===== src/rtl/cpwm_pkg.sv =====
// Package for the complementary PWM extras and the timer event-request logic.
// Assumes a 32-bit APB slave with byte addresses and a 40 MHz peripheral clock.
package cpwm_pkg;

  // ----------------------------------------------------------------------
  // Register byte offsets
  // ----------------------------------------------------------------------
  localparam logic [7:0] OFS_ACCESS   = 8'h00;
  localparam logic [7:0] OFS_OUT_CTRL = 8'h04;
  localparam logic [7:0] OFS_GATE     = 8'h08;
  localparam logic [7:0] OFS_SYNC     = 8'h0C;
  localparam logic [7:0] OFS_CYCLE    = 8'h10;
  localparam logic [7:0] OFS_DUTY_U   = 8'h14;
  localparam logic [7:0] OFS_DUTY_V   = 8'h18;
  localparam logic [7:0] OFS_DUTY_W   = 8'h1C;
  localparam logic [7:0] OFS_STATUS   = 8'h20;
  localparam logic [7:0] OFS_IRQ_EN   = 8'h24;
  localparam logic [7:0] OFS_REQ_SEL  = 8'h28;
  localparam logic [7:0] OFS_STATE    = 8'h2C;

  // ----------------------------------------------------------------------
  // Field positions
  // ----------------------------------------------------------------------
  localparam int ACC_EN_BIT      = 0;
  localparam int OC_MODE_BIT     = 0;
  localparam int OC_POS_LVL_BIT  = 1;
  localparam int OC_NEG_LVL_BIT  = 2;
  localparam int OC_TOGGLE_BIT   = 3;
  localparam int GC_POS_LSB      = 0;
  localparam int GC_FB_BIT       = 3;
  localparam int GC_PCHOP_BIT    = 4;
  localparam int GC_NCHOP_BIT    = 5;
  localparam int GC_BDC_BIT      = 6;
  localparam int SY_SYNC_BIT     = 0;
  localparam int SY_CLR_LSB      = 1;
  localparam int RS_DMA_LSB      = 0;
  localparam int RS_ADC_LSB      = 5;
  localparam int NUM_CH          = 5;
  localparam int NUM_SRC         = 6;
  localparam int NUM_FLAGS       = NUM_CH * NUM_SRC;

  // Source slot inside a channel: A, B, C, D, overflow, underflow
  localparam int SRC_A = 0;

  // ----------------------------------------------------------------------
  // Reset values and encodings
  // ----------------------------------------------------------------------
  localparam logic [31:0] ACCESS_RST   = 32'h0000_0001;
  localparam logic [2:0]  CLR_SEL_SYNC = 3'h3;
  localparam logic [15:0] DUTY_ZERO    = 16'h0000;
  localparam logic [15:0] CNT_ZERO     = 16'h0000;
  // Sources present per channel, channel 0 in the low six bits
  localparam logic [NUM_FLAGS-1:0] FLAG_MASK =
    {6'h1F, 6'h1F, 6'h33, 6'h33, 6'h1F};

  // Commutation table, index {w,v,u}; result {wn,vn,un,wp,vp,up}
  localparam logic [5:0] COMMUTE [8] = '{
    6'h00, 6'h21, 6'h0A, 6'h22, 6'h14, 6'h0C, 6'h11, 6'h00};

  // ----------------------------------------------------------------------
  // Types
  // ----------------------------------------------------------------------
  typedef struct packed {
    logic unf;
    logic ovf;
    logic d;
    logic c;
    logic b;
    logic a;
  } cpwm_evt_s;

endpackage : cpwm_pkg


===== src/rtl/cpwm_evt.sv =====
// Complementary PWM extras (0/100% duty, carrier toggle, sync clear, brushless
// commutation, six-phase output protection) and timer event requests (irq, DMA, A/D).
// Assumes the counter core supplies counts and per-source event pulses.
//
// Register access over APB and the register addresses are this design's own decisions.
`timescale 1ns/1ps
module cpwm_evt #(
  parameter int CNT_W = 16
) (
  // Clock and reset
  input  wire logic                          clk,
  input  wire logic                          rst_b,
  // APB slave
  input  wire logic                          psel,
  input  wire logic                          penable,
  input  wire logic                          pwrite,
  input  wire logic [7:0]                    paddr,
  input  wire logic [31:0]                   pwdata,
  output logic      [31:0]                   prdata,
  output logic                               pready,
  output logic                               pslverr,
  // Counter core
  input  wire logic [CNT_W-1:0]              ch3_counter,
  input  wire logic [CNT_W-1:0]              ch4_counter,
  input  wire logic                          other_channel_clear,
  input  wire cpwm_pkg::cpwm_evt_s [4:0]     timer_events,
  output logic                               clear_counters,
  // Position inputs and gate drivers
  input  wire logic                          ch0_position_input_a,
  input  wire logic                          ch0_position_input_b,
  input  wire logic                          ch0_position_input_c,
  input  wire logic [3:0]                    output_disable_b,
  output logic      [5:0]                    phase_out,
  output logic      [5:0]                    phase_oe,
  output logic                               ch3_a_timer_pin_out,
  output logic                               ch3_a_timer_pin_oe,
  // Event requests
  output logic      [cpwm_pkg::NUM_FLAGS-1:0] irq_req,
  output logic                               irq_any,
  output logic      [4:0]                    irq_top_id,
  output logic      [4:0]                    dma_req,
  input  wire logic [4:0]                    dma_ack,
  output logic      [4:0]                    adc_start_req
);

  localparam int NF = cpwm_pkg::NUM_FLAGS;

  // ----------------------------------------------------------------------
  // Register state
  // ----------------------------------------------------------------------
  logic             access_q;
  logic [3:0]       out_ctrl_q;
  logic [6:0]       gate_q;
  logic [3:0]       sync_q;
  logic [CNT_W-1:0] cycle_q;
  logic [CNT_W-1:0] duty_q [3];
  logic [NF-1:0]    flags_q;
  logic [NF-1:0]    seen_q;
  logic [NF-1:0]    irq_en_q;
  logic [9:0]       req_sel_q;
  logic             wr_en;
  logic             rd_en;
  logic             prot_sel;
  logic             mapped;
  logic             mode_en;
  logic             pos_lvl;
  logic             neg_lvl;
  logic             tog_en;
  logic             fb_sel;
  logic             pchop;
  logic             nchop;
  logic             bdc_en;
  assign mode_en = out_ctrl_q[cpwm_pkg::OC_MODE_BIT];
  assign pos_lvl = out_ctrl_q[cpwm_pkg::OC_POS_LVL_BIT];
  assign neg_lvl = out_ctrl_q[cpwm_pkg::OC_NEG_LVL_BIT];
  assign tog_en  = out_ctrl_q[cpwm_pkg::OC_TOGGLE_BIT];
  assign fb_sel  = gate_q[cpwm_pkg::GC_FB_BIT];
  assign pchop   = gate_q[cpwm_pkg::GC_PCHOP_BIT];
  assign nchop   = gate_q[cpwm_pkg::GC_NCHOP_BIT];
  assign bdc_en  = gate_q[cpwm_pkg::GC_BDC_BIT];

  // ----------------------------------------------------------------------
  // APB decode
  // ----------------------------------------------------------------------
  // Zero-wait slave: every access completes in its first access cycle
  assign pready = 1'b1;
  assign wr_en  = psel & penable & pwrite;
  assign rd_en  = psel & penable & ~pwrite;

  always_comb begin
    prot_sel = 1'b0;
    mapped   = 1'b1;
    case (paddr)
      cpwm_pkg::OFS_OUT_CTRL, cpwm_pkg::OFS_GATE, cpwm_pkg::OFS_SYNC,
      cpwm_pkg::OFS_CYCLE, cpwm_pkg::OFS_DUTY_U, cpwm_pkg::OFS_DUTY_V,
      cpwm_pkg::OFS_DUTY_W: prot_sel = 1'b1;
      cpwm_pkg::OFS_ACCESS, cpwm_pkg::OFS_STATUS, cpwm_pkg::OFS_IRQ_EN,
      cpwm_pkg::OFS_REQ_SEL, cpwm_pkg::OFS_STATE: prot_sel = 1'b0;
      default: mapped = 1'b0;
    endcase
  end

  assign pslverr = psel & penable & ~mapped;
  // Protected registers ignore writes while locked
  logic prot_wr;
  assign prot_wr = wr_en & prot_sel & access_q;

  always_ff @(posedge clk or negedge rst_b) begin
    if (!rst_b) begin
      access_q <= cpwm_pkg::ACCESS_RST[0];
    end else if (wr_en && paddr == cpwm_pkg::OFS_ACCESS) begin
      access_q <= pwdata[cpwm_pkg::ACC_EN_BIT];
    end
  end

  always_ff @(posedge clk or negedge rst_b) begin
    if (!rst_b) begin
      out_ctrl_q <= 4'h0;
      gate_q     <= 7'h00;
      sync_q     <= 4'h0;
      cycle_q    <= '0;
      duty_q     <= '{default: '0};
    end else if (prot_wr) begin
      case (paddr)
        cpwm_pkg::OFS_OUT_CTRL: out_ctrl_q <= pwdata[3:0];
        cpwm_pkg::OFS_GATE:     gate_q     <= pwdata[6:0];
        cpwm_pkg::OFS_SYNC:     sync_q     <= pwdata[3:0];
        cpwm_pkg::OFS_CYCLE:    cycle_q    <= pwdata[CNT_W-1:0];
        cpwm_pkg::OFS_DUTY_U:   duty_q[0]  <= pwdata[CNT_W-1:0];
        cpwm_pkg::OFS_DUTY_V:   duty_q[1]  <= pwdata[CNT_W-1:0];
        cpwm_pkg::OFS_DUTY_W:   duty_q[2]  <= pwdata[CNT_W-1:0];
        default:                ;
      endcase
    end
  end

  always_ff @(posedge clk or negedge rst_b) begin
    if (!rst_b) begin
      irq_en_q  <= '0;
      req_sel_q <= 10'h000;
    end else if (wr_en && paddr == cpwm_pkg::OFS_IRQ_EN) begin
      irq_en_q  <= pwdata[NF-1:0] & cpwm_pkg::FLAG_MASK;
    end else if (wr_en && paddr == cpwm_pkg::OFS_REQ_SEL) begin
      req_sel_q <= pwdata[9:0];
    end
  end

  // ----------------------------------------------------------------------
  // Duty compare and phase waveform
  // ----------------------------------------------------------------------
  logic [2:0] pwm_q;
  logic       ch3_cycle_hit;
  logic       ch4_zero_hit;
  assign ch3_cycle_hit = ch3_counter == cycle_q;
  assign ch4_zero_hit  = ch4_counter == CNT_W'(cpwm_pkg::CNT_ZERO);

  for (genvar p = 0; p < 3; p++) begin : g_phase
    logic on_hit;
    logic off_hit;
    // Off timing follows the leading counter, on timing the lagging one
    assign off_hit = ch3_counter == duty_q[p];
    assign on_hit  = ch4_counter == duty_q[p];

    always_ff @(posedge clk or negedge rst_b) begin
      if (!rst_b) begin
        pwm_q[p] <= 1'b0;
      end else if (!mode_en) begin
        pwm_q[p] <= 1'b0;
      end else if (duty_q[p] == CNT_W'(cpwm_pkg::DUTY_ZERO)) begin
        pwm_q[p] <= 1'b1;
      end else if (duty_q[p] == cycle_q) begin
        pwm_q[p] <= 1'b0;
      end else if (on_hit && off_hit) begin
        pwm_q[p] <= pwm_q[p];
      end else if (off_hit) begin
        pwm_q[p] <= 1'b0;
      end else if (on_hit) begin
        pwm_q[p] <= 1'b1;
      end
    end
  end

  // ----------------------------------------------------------------------
  // Brushless commutation pattern
  // ----------------------------------------------------------------------
  logic [2:0] pos_src;
  logic [2:0] pos_last_q;
  logic [5:0] pattern_q;
  // Any change of the selected source counts as an edge
  assign pos_src = fb_sel ? gate_q[cpwm_pkg::GC_POS_LSB +: 3]
                          : {ch0_position_input_c, ch0_position_input_b,
                             ch0_position_input_a};

  always_ff @(posedge clk or negedge rst_b) begin
    if (!rst_b) begin
      pos_last_q <= 3'h0;
      pattern_q  <= 6'h00;
    end else if (pos_src != pos_last_q) begin
      pos_last_q <= pos_src;
      pattern_q  <= cpwm_pkg::COMMUTE[pos_src];
    end
  end

  // ----------------------------------------------------------------------
  // Six-phase pins
  // ----------------------------------------------------------------------
  logic       disable_hit;
  logic [5:0] phase_on;
  // Disable is a low level on any input
  assign disable_hit = ~&output_disable_b;

  for (genvar p = 0; p < 3; p++) begin : g_drive
    always_comb begin
      if (bdc_en) begin
        phase_on[p]   = pattern_q[p] & (pchop ? pwm_q[p] : 1'b1);
        phase_on[p+3] = pattern_q[p+3] & (nchop ? ~pwm_q[p] : 1'b1);
      end else begin
        phase_on[p]   = pwm_q[p];
        phase_on[p+3] = ~pwm_q[p];
      end
    end
  end

  always_ff @(posedge clk or negedge rst_b) begin
    if (!rst_b) begin
      phase_out <= 6'h00;
      phase_oe  <= 6'h00;
    end else begin
      phase_out <= {phase_on[5:3] ~^ {3{neg_lvl}},
                    phase_on[2:0] ~^ {3{pos_lvl}}};
      phase_oe  <= {6{mode_en & ~disable_hit}};
    end
  end

  // ----------------------------------------------------------------------
  // Carrier-synchronous toggle
  // ----------------------------------------------------------------------
  logic tog_active;
  logic tog_active_q;
  logic toggle_q;
  assign tog_active = mode_en & tog_en;

  always_ff @(posedge clk or negedge rst_b) begin
    if (!rst_b) begin
      tog_active_q <= 1'b0;
      toggle_q     <= 1'b1;
    end else begin
      tog_active_q <= tog_active;
      if (tog_active && !tog_active_q) begin
        toggle_q <= 1'b1;
      end else if (tog_active && (ch3_cycle_hit ^ ch4_zero_hit)) begin
        toggle_q <= ~toggle_q;
      end
    end
  end

  always_ff @(posedge clk or negedge rst_b) begin
    if (!rst_b) begin
      ch3_a_timer_pin_out <= 1'b0;
      ch3_a_timer_pin_oe  <= 1'b0;
    end else begin
      ch3_a_timer_pin_out <= toggle_q;
      ch3_a_timer_pin_oe  <= tog_active_q;
    end
  end

  // ----------------------------------------------------------------------
  // Synchronous clearing by another channel
  // ----------------------------------------------------------------------
  always_ff @(posedge clk or negedge rst_b) begin
    if (!rst_b) begin
      clear_counters <= 1'b0;
    end else begin
      clear_counters <= mode_en & sync_q[cpwm_pkg::SY_SYNC_BIT]
                      & (sync_q[cpwm_pkg::SY_CLR_LSB +: 3] == cpwm_pkg::CLR_SEL_SYNC)
                      & other_channel_clear;
    end
  end

  // ----------------------------------------------------------------------
  // Status flags
  // ----------------------------------------------------------------------
  logic [NF-1:0] ev_set;
  logic [NF-1:0] sw_clr;
  logic [NF-1:0] dma_clr;
  logic [4:0]    a_set;

  always_comb begin
    ev_set = timer_events & cpwm_pkg::FLAG_MASK;
    // In complementary mode the cycle-limit match also sets the ch3 A source
    if (mode_en && ch3_cycle_hit) begin
      ev_set[3*cpwm_pkg::NUM_SRC + cpwm_pkg::SRC_A] = 1'b1;
    end
  end

  for (genvar c = 0; c < cpwm_pkg::NUM_CH; c++) begin : g_chan
    assign a_set[c]   = ev_set[c*cpwm_pkg::NUM_SRC + cpwm_pkg::SRC_A];
    assign dma_clr[c*cpwm_pkg::NUM_SRC +: cpwm_pkg::NUM_SRC] =
      {5'h00, dma_ack[c] & dma_req[c]};
    assign dma_req[c] = flags_q[c*cpwm_pkg::NUM_SRC + cpwm_pkg::SRC_A]
                      & req_sel_q[cpwm_pkg::RS_DMA_LSB + c];
  end

  // Only flags read as 1 may be cleared by a written 0
  assign sw_clr = (wr_en && paddr == cpwm_pkg::OFS_STATUS)
                ? (~pwdata[NF-1:0] & seen_q) : '0;

  always_ff @(posedge clk or negedge rst_b) begin
    if (!rst_b) begin
      flags_q <= '0;
    end else begin
      flags_q <= (flags_q & ~sw_clr & ~dma_clr) | ev_set;
    end
  end

  always_ff @(posedge clk or negedge rst_b) begin
    if (!rst_b) begin
      seen_q <= '0;
    end else if (rd_en && paddr == cpwm_pkg::OFS_STATUS) begin
      seen_q <= seen_q | flags_q;
    end else begin
      seen_q <= seen_q & flags_q & ~sw_clr;
    end
  end

  // ----------------------------------------------------------------------
  // Interrupt, DMA and A/D requests
  // ----------------------------------------------------------------------
  assign irq_req = flags_q & irq_en_q;
  assign irq_any = |irq_req;

  always_comb begin
    irq_top_id = 5'h00;
    // Lowest index wins: channel 0 source A first
    for (int i = NF - 1; i >= 0; i--) begin
      if (irq_req[i]) begin
        irq_top_id = 5'(i);
      end
    end
  end

  always_ff @(posedge clk or negedge rst_b) begin
    if (!rst_b) begin
      adc_start_req <= 5'h00;
    end else begin
      adc_start_req <= a_set & req_sel_q[cpwm_pkg::RS_ADC_LSB +: 5]
                     & (mode_en ? 5'h0F : 5'h1F);
    end
  end

  // ----------------------------------------------------------------------
  // Read data
  // ----------------------------------------------------------------------
  always_comb begin
    prdata = 32'h0000_0000;
    if (rd_en && !(prot_sel && !access_q)) begin
      case (paddr)
        cpwm_pkg::OFS_ACCESS:   prdata = {31'h0, access_q};
        cpwm_pkg::OFS_OUT_CTRL: prdata = {28'h0, out_ctrl_q};
        cpwm_pkg::OFS_GATE:     prdata = {25'h0, gate_q};
        cpwm_pkg::OFS_SYNC:     prdata = {28'h0, sync_q};
        cpwm_pkg::OFS_CYCLE:    prdata = 32'(cycle_q);
        cpwm_pkg::OFS_DUTY_U:   prdata = 32'(duty_q[0]);
        cpwm_pkg::OFS_DUTY_V:   prdata = 32'(duty_q[1]);
        cpwm_pkg::OFS_DUTY_W:   prdata = 32'(duty_q[2]);
        cpwm_pkg::OFS_STATUS:   prdata = {2'h0, flags_q};
        cpwm_pkg::OFS_IRQ_EN:   prdata = {2'h0, irq_en_q};
        cpwm_pkg::OFS_REQ_SEL:  prdata = {22'h0, req_sel_q};
        cpwm_pkg::OFS_STATE:    prdata = {17'h0, disable_hit, toggle_q,
                                          pos_last_q, pwm_q, 1'b0, pattern_q};
        default:                prdata = 32'h0000_0000;
      endcase
    end
  end

endmodule : cpwm_evt


===== config.mk =====
export PLATFORM = sky130hd
export DESIGN_NAME = cpwm_evt
export DESIGN_NICKNAME = d
export VERILOG_FILES = /design/src/rtl/cpwm_pkg.sv /design/src/rtl/cpwm_evt.sv
export SDC_FILE = /design/constraint.sdc
export NUM_CORES = 1
export LEC_CHECK = 0
export BUFFER_PORTS_ARGS = -buffer_cell sky130_fd_sc_hd__buf_2
export CAP_MARGIN = 10
export CORE_MARGIN = 5
export CORE_UTILIZATION = 57
export DETAILED_ROUTE_END_ITERATION = 6
export PLACE_DENSITY_LB_ADDON = 0.3
export SYNTH_ARGS = -nofsm -noshare
export SYNTH_HDL_FRONTEND = slang
export SYNTH_SLANG_ARGS = --single-unit

===== constraint.sdc =====
create_clock -name clk -period 2.4 [get_ports clk]
set_clock_uncertainty 0.1 [all_clocks]
set_input_delay 0 -clock clk [delete_from_list [all_inputs] [get_ports clk]]
set_output_delay 0 -clock clk [all_outputs]
set_load 0.05 [all_outputs]

==> results of run 1 <==
==> final cells by class <==
cell class	instances	area, µm²
clock buffers	29	637
fillers	1506	5700
flip-flops and latches	202	5060
multi-input cells	830	6350
repair buffers	365	2570
clock inverters	11	134
inverters	23	86.3
well taps	275	344
==> cells by family (layout without fill, tap and decap cells) <==
group / Yosys count / in the layout / share of synthesized area (%)
simple gates: 310 / 310 / 13.9
compound gates: 211 / 211 / 12.1
flops: 202 / 202 / 42.2
xor+xnor: 170 / 170 / 12.4
buf+inv: 139 / 428 / 5.53
mux: 126 / 126 / 13.5
fa+ha+maj: 3 / 3 / 0.251
other cells: 2 / 10 / 0.0627
==> registers in the layout, indices dropped and copies added, names as in the netlist, 3 cells and up <==
| register | cells |
|---|---|
| sync_q | 4 |
| seen_q | 30 |
| duty_q | 48 |
| pos_last_q | 3 |
| adc_start_req | 5 |
| pwm_q | 3 |
| gate_q | 7 |
| irq_en_q | 23 |
| cycle_q | 16 |
| flags_q | 30 |
| req_sel_q | 10 |
| pattern_q | 6 |
| phase_out | 6 |
| out_ctrl_q | 4 |
==> stage by stage <==
stage	TNS [ns]	hold WS [ns]
2_1_floorplan	0	-0.396
3_3_place_gp	0	-0.0780
3_5_place_dp	0	-0.0773
4_1_cts	0	0.0124
5_1_grt	-0.00593	0.0620
6_report	0	0.0285
==> Yosys cell counts (3+ instances only) <==
cell type | instances | area (µm²)
clkbuf_1 | 73 | 274
dfrtp_1 | 200 | 5000
nor2_1 | 59 | 221
buf_4 | 18 | 135
and2_1 | 25 | 156
a221oi_1 | 8 | 70.1
nand2b_1 | 9 | 56.3
xor2_1 | 103 | 902
nand4_1 | 28 | 175
nand2_4 | 6 | 67.6
a222oi_1 | 13 | 130
mux2i_1 | 4 | 40.0
or2_1 | 4 | 25.0
maj3_1 | 3 | 30.0
o22ai_1 | 3 | 18.8
mux2_4 | 48 | 721
nor3_1 | 7 | 35.0
inv_1 | 23 | 86.3
or4_1 | 3 | 22.5
xnor2_1 | 67 | 587
a22o_1 | 23 | 201
a21oi_1 | 36 | 180
a31oi_1 | 12 | 75.1
o21ai_0 | 22 | 110
nand2_1 | 88 | 330
a22oi_1 | 37 | 278
mux2_2 | 72 | 811
buf_2 | 11 | 55.1
o21ai_1 | 22 | 110
nand3_1 | 10 | 50.1
buf_6 | 7 | 78.8
nor4_1 | 45 | 282
a21o_1 | 18 | 135
o31a_1 | 8 | 70.1
nand2_2 | 3 | 18.8
clkbuf_2 | 5 | 25.0
and3_1 | 3 | 18.8
==> worst max path at each step <==
stage | cells past startpoint | slack (ns) | from | to
global placement | 9 | 0.29 | paddr[7] | seen_q[8]$_DFF_PN0_
finish | 6 | 0.004 | access_q$_DFFE_PN1P_ | prdata[9]
global route | 7 | -0.006 | irq_en_q[17]$_DFFE_PN0P_ | irq_top_id[1]
detailed placement | 9 | 0.22 | paddr[7] | seen_q[8]$_DFF_PN0_
floorplan | 5 | 0.005 | flags_q[16]$_DFF_PN0_ | irq_top_id[1]
CTS | 6 | 0.01 | flags_q[13]$_DFF_PN0_ | irq_top_id[1]
==> cell usage in the layout (no fill, tap or decap), types with 28 or more instances in the layout <==
master	instances
mux2_4	48
nand2_1	87
nor4_1	44
xor2_1	103
buf_2	187
nand4_1	28
nor2_1	59
mux2_2	72
buf_4	81
dfrtp_1	199
dlygate4sd3_1	86
xnor2_1	67
a21oi_1	36
a22oi_1	37
==> per-layer routing <==
layer | vias up | wire length (µm) | track usage (%)
met3 | 147 | 4500 | 7.51
met1 | 5173 | 16300 | 45.4
li1 | 4650 | - | -
met5 | - | 0 | 0
met4 | 0 | 2180 | 14.5
met2 | 692 | 19500 | 55.7
==> power by group through the flow <==
| stage | clock (W) | combinational [W] | sequential, W |
|---|---|---|---|
| 6_report | 0.00357 | 0.000830 | 0.00347 |
| 2_1_floorplan | 0 | 0.000372 | 0.00352 |
| 4_1_cts | 0.00361 | 0.000812 | 0.00347 |
| 3_5_place_dp | 0 | 0.000715 | 0.00353 |
| 5_1_grt | 0.00375 | 0.000893 | 0.00347 |
| 3_3_place_gp | 0 | 0.000707 | 0.00353 |
==> worst max-delay path, cell delays in order, from the launching register on <==
cell and delay, ns:
dfstp_2 0.56, o21ai_0 0.10, nand2_1 0.09, nand3_1 0.13
buf_4 0.30, a31oi_1 0.27, buf_2 0.33
==> timing repair <==
action                                  CTS  global route
hold endpoints to repair                384             0
pin swaps                                 1             1
endpoints found under the setup margin    4            10
setup buffers                             2             4
gates resized for setup                   8            15
hold buffers                             87             0
==> summary.md, run 1 <==
| Metric | Value |
|---|---|
| Sequential power share | 44.1% |
| Power, Total | 0.00787 W |
| Core Footprint | 0.0209 mm² |
| CTS Root Cell | clkbuf_16 |
| Total GRT Usage | 34.6% |
| Worst r2r dst | toggle_q$_DFFE_PN1P_ |
| Max cap viols | 0 |
| CP Launch Type | flip-flop |
| Final Max Slew Viols | 0 |
| Average size of a mapped cell | 10.3 µm² |
| Largest net degree at the start of global routing | 55 |
| R2R cell count | 8 |
| Comb pwr share | 10.5% |
| Vert. Die Dim | 155 µm |
| Hold worst-path end | seen_q[5]$_DFF_PN0_ |
| Die footprint | 0.0240 mm² |
| Setup Crit Path Kind | flip-flop to primary output |
| Worst Setup End Kind | primary output |
| Critical path required time | 2.30 ns |
| Cell area after layout | 0.0152 mm² |
| Initial antenna violation count | 0 |
| Fmax | 0.417 GHz |
| Portion of total power attributed to the clock network | 45.4% |
| Row cnt | 53 |
| Worst-margin pin slew | 0.598 ns |
| Mapped cell area | 0.0120 mm² |
| Cell variety after synth | 62 |
| CTS tree | yes |
| ANT nets after route | 0 |
| Post-synthesis sequential area ratio | 42.2% |
| Worst slew margin | 59.8% |
| Top-Level Pins | 215 |
| Vias in the first global route | 10,800 |
| Maximum clock path buffer count | 3 |
| CTS Buf Count | 22 |
| Hold path start | penable |
| Grt total ovfl | 0 |
| R2R setup slack | 0.30 ns |
| Vias per cell | 6.15 |
| Setup-failing EPs final | 0 |
| Status | completed |
| Chip Width | 155 µm |
| Diodes inserted | 0 |
| Int Power | 0.00586 W |
| Synth warn | 0 |
| Layout cell share with drive strength beyond 1 | 32.6% |
| CTS sink count | 202 |
| Leakage Power | 7.75 nW |
| CTS HTree Levels | 1 |
| Placer congestion estimate | 1.01 |
| Fin util | 72.7% |
| Clock slew at reported path FFs | 0.06 ns |
| DR vias | 10,700 |
| Initial core utilization | 57.3% |
| Synth Register Bits | 202 |
| Placed Area | 0.0134 mm² |
| Port buffer count | 195 |
| Clock latency on the worst-skew pair | 0.52 ns |
| First-pass GRT wire length | 64,200 µm |
| DRC violations left | 0 |
| Worst Path Arrival | 2.30 ns |
| HP Class | input port to flip-flop |
| Tcrit/Tclk final | 99.8% |
| DPL Wire Length | 30,400 µm |
| Hold depth | 6 |
| Routed WL | 42,400 µm |
| Post-layout min period | 2.40 ns |
| Fraction of power spent switching nets | 25.5% |
| First drt pass iteration count | 7 |
| Post-Place Worst Slack | 0.220 ns |
| Wire per inst | 24.5 µm |
| Nets | 1,564 |
| Final hold vios | 0 |
| Worst VDD drop | 0.480 mV |
| Main flop type after synthesis | dfrtp_1 |
| Fin worst setup slack | 0.00437 ns |
| Layout area overhead | 26.8% |
| Placed cell count | 1,602 |
| Reg2Reg Launch Point | cycle_q[10]$_DFFE_PN0P_ |
| DRT iter0 DRCs | 1,258 |
| Asr flop ratio synth | 100% |
| Power per Cell Area | 518 mW/mm² |
| Non-filler cells, final | 1,735 |
| Sw Pwr | 0.00201 W |
| Post-synth EDFFs | 0 |
| CP Max Fanout | 21 |
| Cells after Synth | 1,163 |
Note: power is estimated with default switching activity, not from simulation.
==> run 2: changes to the inputs <==
--- a/config.mk
+++ b/config.mk
@@ -11,6 +11,7 @@
 export CORE_UTILIZATION = 57
 export DETAILED_ROUTE_END_ITERATION = 6
 export PLACE_DENSITY_LB_ADDON = 0.3
+export SETUP_SLACK_MARGIN = 0.5
 export SYNTH_ARGS = -nofsm -noshare
 export SYNTH_HDL_FRONTEND = slang
 export SYNTH_SLANG_ARGS = --single-unit
==> run 2 against run 1 <==
The run now ends with design-rule violations left. Clock power shrank 2%. Die area is the same. Sequential power is essentially flat. Setup slack gained 0.057 ns. Utilization grew 6.1 points. Critical path depth is the same. Via count grew 7.4%. Critical path type unchanged.
==> summary.md, run 2 (synthesis gave the netlist of run 1 again) <==
| Metric | Value |
|---|---|
| Top flop regs | duty_q: 48 flops, flags_q: 30 flops, seen_q: 30 flops (unchanged) |
| Wire per inst | 27.6 µm (was 24.5 µm) |
| Tcrit/Tclk final | 97.4% (was 99.8%) |
| Placer congestion estimate | 0.995 (was 1.01) |
| CP bufs+invs | 1 (was 2) |
| Layout cell share with drive strength beyond 1 | 43.0% (was 32.6%) |
| First-pass GRT wire length | 70,200 µm (was 64,200 µm) |
| Commonest non-fill, non-tap cells in the layout | 175 x dfrtp_1, 157 x buf_2, 120 x buf_4 (was 199 x dfrtp_1, 187 x buf_2, 103 x xor2_1) |
| Core Footprint | 0.0209 mm² (unchanged) |
| CP delay by family, top | simple AND/OR/NAND/NOR gates (was buffers and inverters) |
| ANT nets after route | 0 (unchanged) |
| Critical Path Max Stage Delay | 0.52 ns (was 0.56 ns) |
| Power per Cell Area | 479 mW/mm² (was 518 mW/mm²) |
| Layout area overhead | 37.4% (was 26.8%) |
| Worst Setup End Kind | primary output (unchanged) |
| HP Class | input port to flip-flop (unchanged) |
| Clock slew at reported path FFs | 0.07 ns (was 0.06 ns) |
| Hold depth | 3 (was 6) |
| CTS HTree Levels | 1 (unchanged) |
| Worst VDD drop | 0.741 mV (was 0.480 mV) |
| Routed WL | 48,900 µm (was 42,400 µm) |
| Port buffer count | 195 (unchanged) |
| DRT iter0 DRCs | 1,406 (was 1,258) |
| CTS Buf Count | 23 (was 22) |
| Top-Level Pins | 215 (unchanged) |
| Vert. Die Dim | 155 µm (unchanged) |
| Status | finished, violations left (was completed) |
| Cell area after layout | 0.0165 mm² (was 0.0152 mm²) |
| Vias per cell | 6.47 (was 6.15) |
| CTS Root Cell | clkbuf_16 (unchanged) |
| DR vias | 11,400 (was 10,700) |
| Post-Place Worst Slack | 0.267 ns (was 0.220 ns) |
| Most common cell after layout, fill and taps aside | dfrtp_1 (unchanged) |
| CTS sink count | 202 (unchanged) |
| Initial antenna violation count | 1 (was 0) |
| Final hold vios | 0 (unchanged) |
| CTS tree | yes (unchanged) |
| Worst r2r dst | toggle_q$_DFFE_PN1P_ (unchanged) |
| Vias in the first global route | 11,400 (was 10,800) |
| Die footprint | 0.0240 mm² (unchanged) |
| Worst slew margin | 39.6% (was 59.8%) |
| Post-layout min period | 2.34 ns (was 2.40 ns) |
| Grt total ovfl | 0 (unchanged) |
| Hold worst-path end | flags_q[20]$_DFF_PN0_ (was seen_q[5]$_DFF_PN0_) |
| Leakage Power | 8.06 nW (was 7.75 nW) |
| Hold path start | timer_events[20] (was penable) |
| DPL Wire Length | 32,000 µm (was 30,400 µm) |
| Hold slack | 0.0896 ns (was 0.0285 ns) |
| Setup Crit Path Kind | flip-flop to primary output (unchanged) |
| Violations in the final reports | design-rule violations |
| Setup_tns | 0 ns (unchanged) |
| Crit-path cells | and2_4 -> or4_4 -> o2111ai_2 -> nand2_2 -> a21boi_4 -> buf_6 (was o21ai_0 -> nand2_1 -> nand3_1 -> buf_4 -> a31oi_1 -> buf_2) |
| Placed Area | 0.0135 mm² (was 0.0134 mm²) |
| First drt pass iteration count | 7 (unchanged) |
| Fmax | 0.428 GHz (was 0.417 GHz) |
| Biggest register | duty_q (unchanged) |
| Setup-failing EPs final | 0 (unchanged) |
| Row cnt | 53 (unchanged) |
| DRC violations left | 10 (was 0) |
| R2R cell count | 8 (unchanged) |
| Chip Width | 155 µm (unchanged) |
| Fin worst setup slack | 0.0615 ns (was 0.00437 ns) |
| CP Max Fanout | 4 (was 21) |
| R2R setup slack | 0.44 ns (was 0.30 ns) |
| Largest register FFs | 48 (unchanged) |
| Critical path required time | 2.30 ns (about the same) |
| Largest net degree at the start of global routing | 69 (was 55) |
| Initial core utilization | 57.3% (unchanged) |
| Crit-path slowest cell | or4_4 (was dfstp_2) |
| Max cap viols | 0 (unchanged) |
| Worst-margin pin slew | 0.898 ns (was 0.598 ns) |
| Worst Path Arrival | 2.24 ns (was 2.30 ns) |
| Clock latency on the worst-skew pair | 0.52 ns (about the same) |
| Total GRT Usage | 38.2% (was 34.6%) |
| Nets | 1,599 (was 1,564) |
| CP Launch Type | flip-flop (unchanged) |
| RSZ-0062 raised after global routing | true |
| Maximum clock path buffer count | 3 (unchanged) |
| Final Max Slew Viols | 0 (unchanged) |
| Reg2Reg Launch Point | cycle_q[7]$_DFFE_PN0P_ (was cycle_q[10]$_DFFE_PN0P_) |
run 2: how the worst max path moves through the flow:
stage / startpoint / cells after the start / to / slack (ns)
finish: flags_q[16]$_DFF_PN0_ / 6 / irq_top_id[1] / 0.06
CTS: irq_en_q[16]$_DFFE_PN0P_ / 6 / irq_top_id[1] / 0.09
floorplan: paddr[5] / 6 / prdata[6] / 0.19
global route: flags_q[27]$_DFF_PN0_ / 8 / irq_top_id[1] / 0.02
detailed placement: paddr[7] / 6 / req_sel_q[1]$_DFFE_PN0P_ / 0.27
global placement: paddr[7] / 6 / req_sel_q[9]$_DFFE_PN0P_ / 0.29
run 2: stage by stage:
stage                     utilization (%)  total power (W)  cells
after floorplan                         -          0.00391   1171
after global placement               64.8          0.00426   1600
after detailed placement             64.8          0.00427   1600
after CTS                            76.1          0.00782   1745
after global routing                 78.8          0.00812   1769
final                                78.8          0.00789   1770
run 2: final cells by class:
type                    count  area (µm²)
clock buffers              31         616
diodes                      1        2.50
well taps                 275         344
fillers                  1237        4420
multi-input cells         830        7060
inverters                  23        86.3
repair buffers            399        3160
flip-flops and latches    202        5090
clock inverters             9         109
run 2: per-layer routing:
metal,wire (µm),global-route usage [%],vias to the layer above,share of wire (%)
met1,18500,50.8,5622,38
li1,-,-,4721,-
met5,11,0,-,0.023
met4,2980,17.1,2,6.1
met3,4910,7.79,228,10
met2,22500,60.6,874,46
run 2: timing repair:
| item | 4_1_cts | 5_1_grt |
|---|---|---|
| hold endpoints to repair | 385 | 0 |
| pin swaps | 45 | 40 |
| buffers inserted | 33 | 24 |
| cloned | 4 | 0 |
| hold buffers | 68 | 0 |
| setup endpoints to repair | 44 | 107 |
| gates resized for setup | 163 | 95 |
run 2: tightest hold or removal path, stage by stage:
cell           delay [ns]
dlygate4sd3_1        0.51
buf_2                0.09
a21o_1               0.07
run 2: power breakdown:
group	total (W)	leakage (nW)	internal, W	switching, W
logic	0.000929	5.09	0.000360	0.000570
clock network	0.00349	0.352	0.00202	0.00147
registers	0.00347	2.63	0.00344	0.0000361
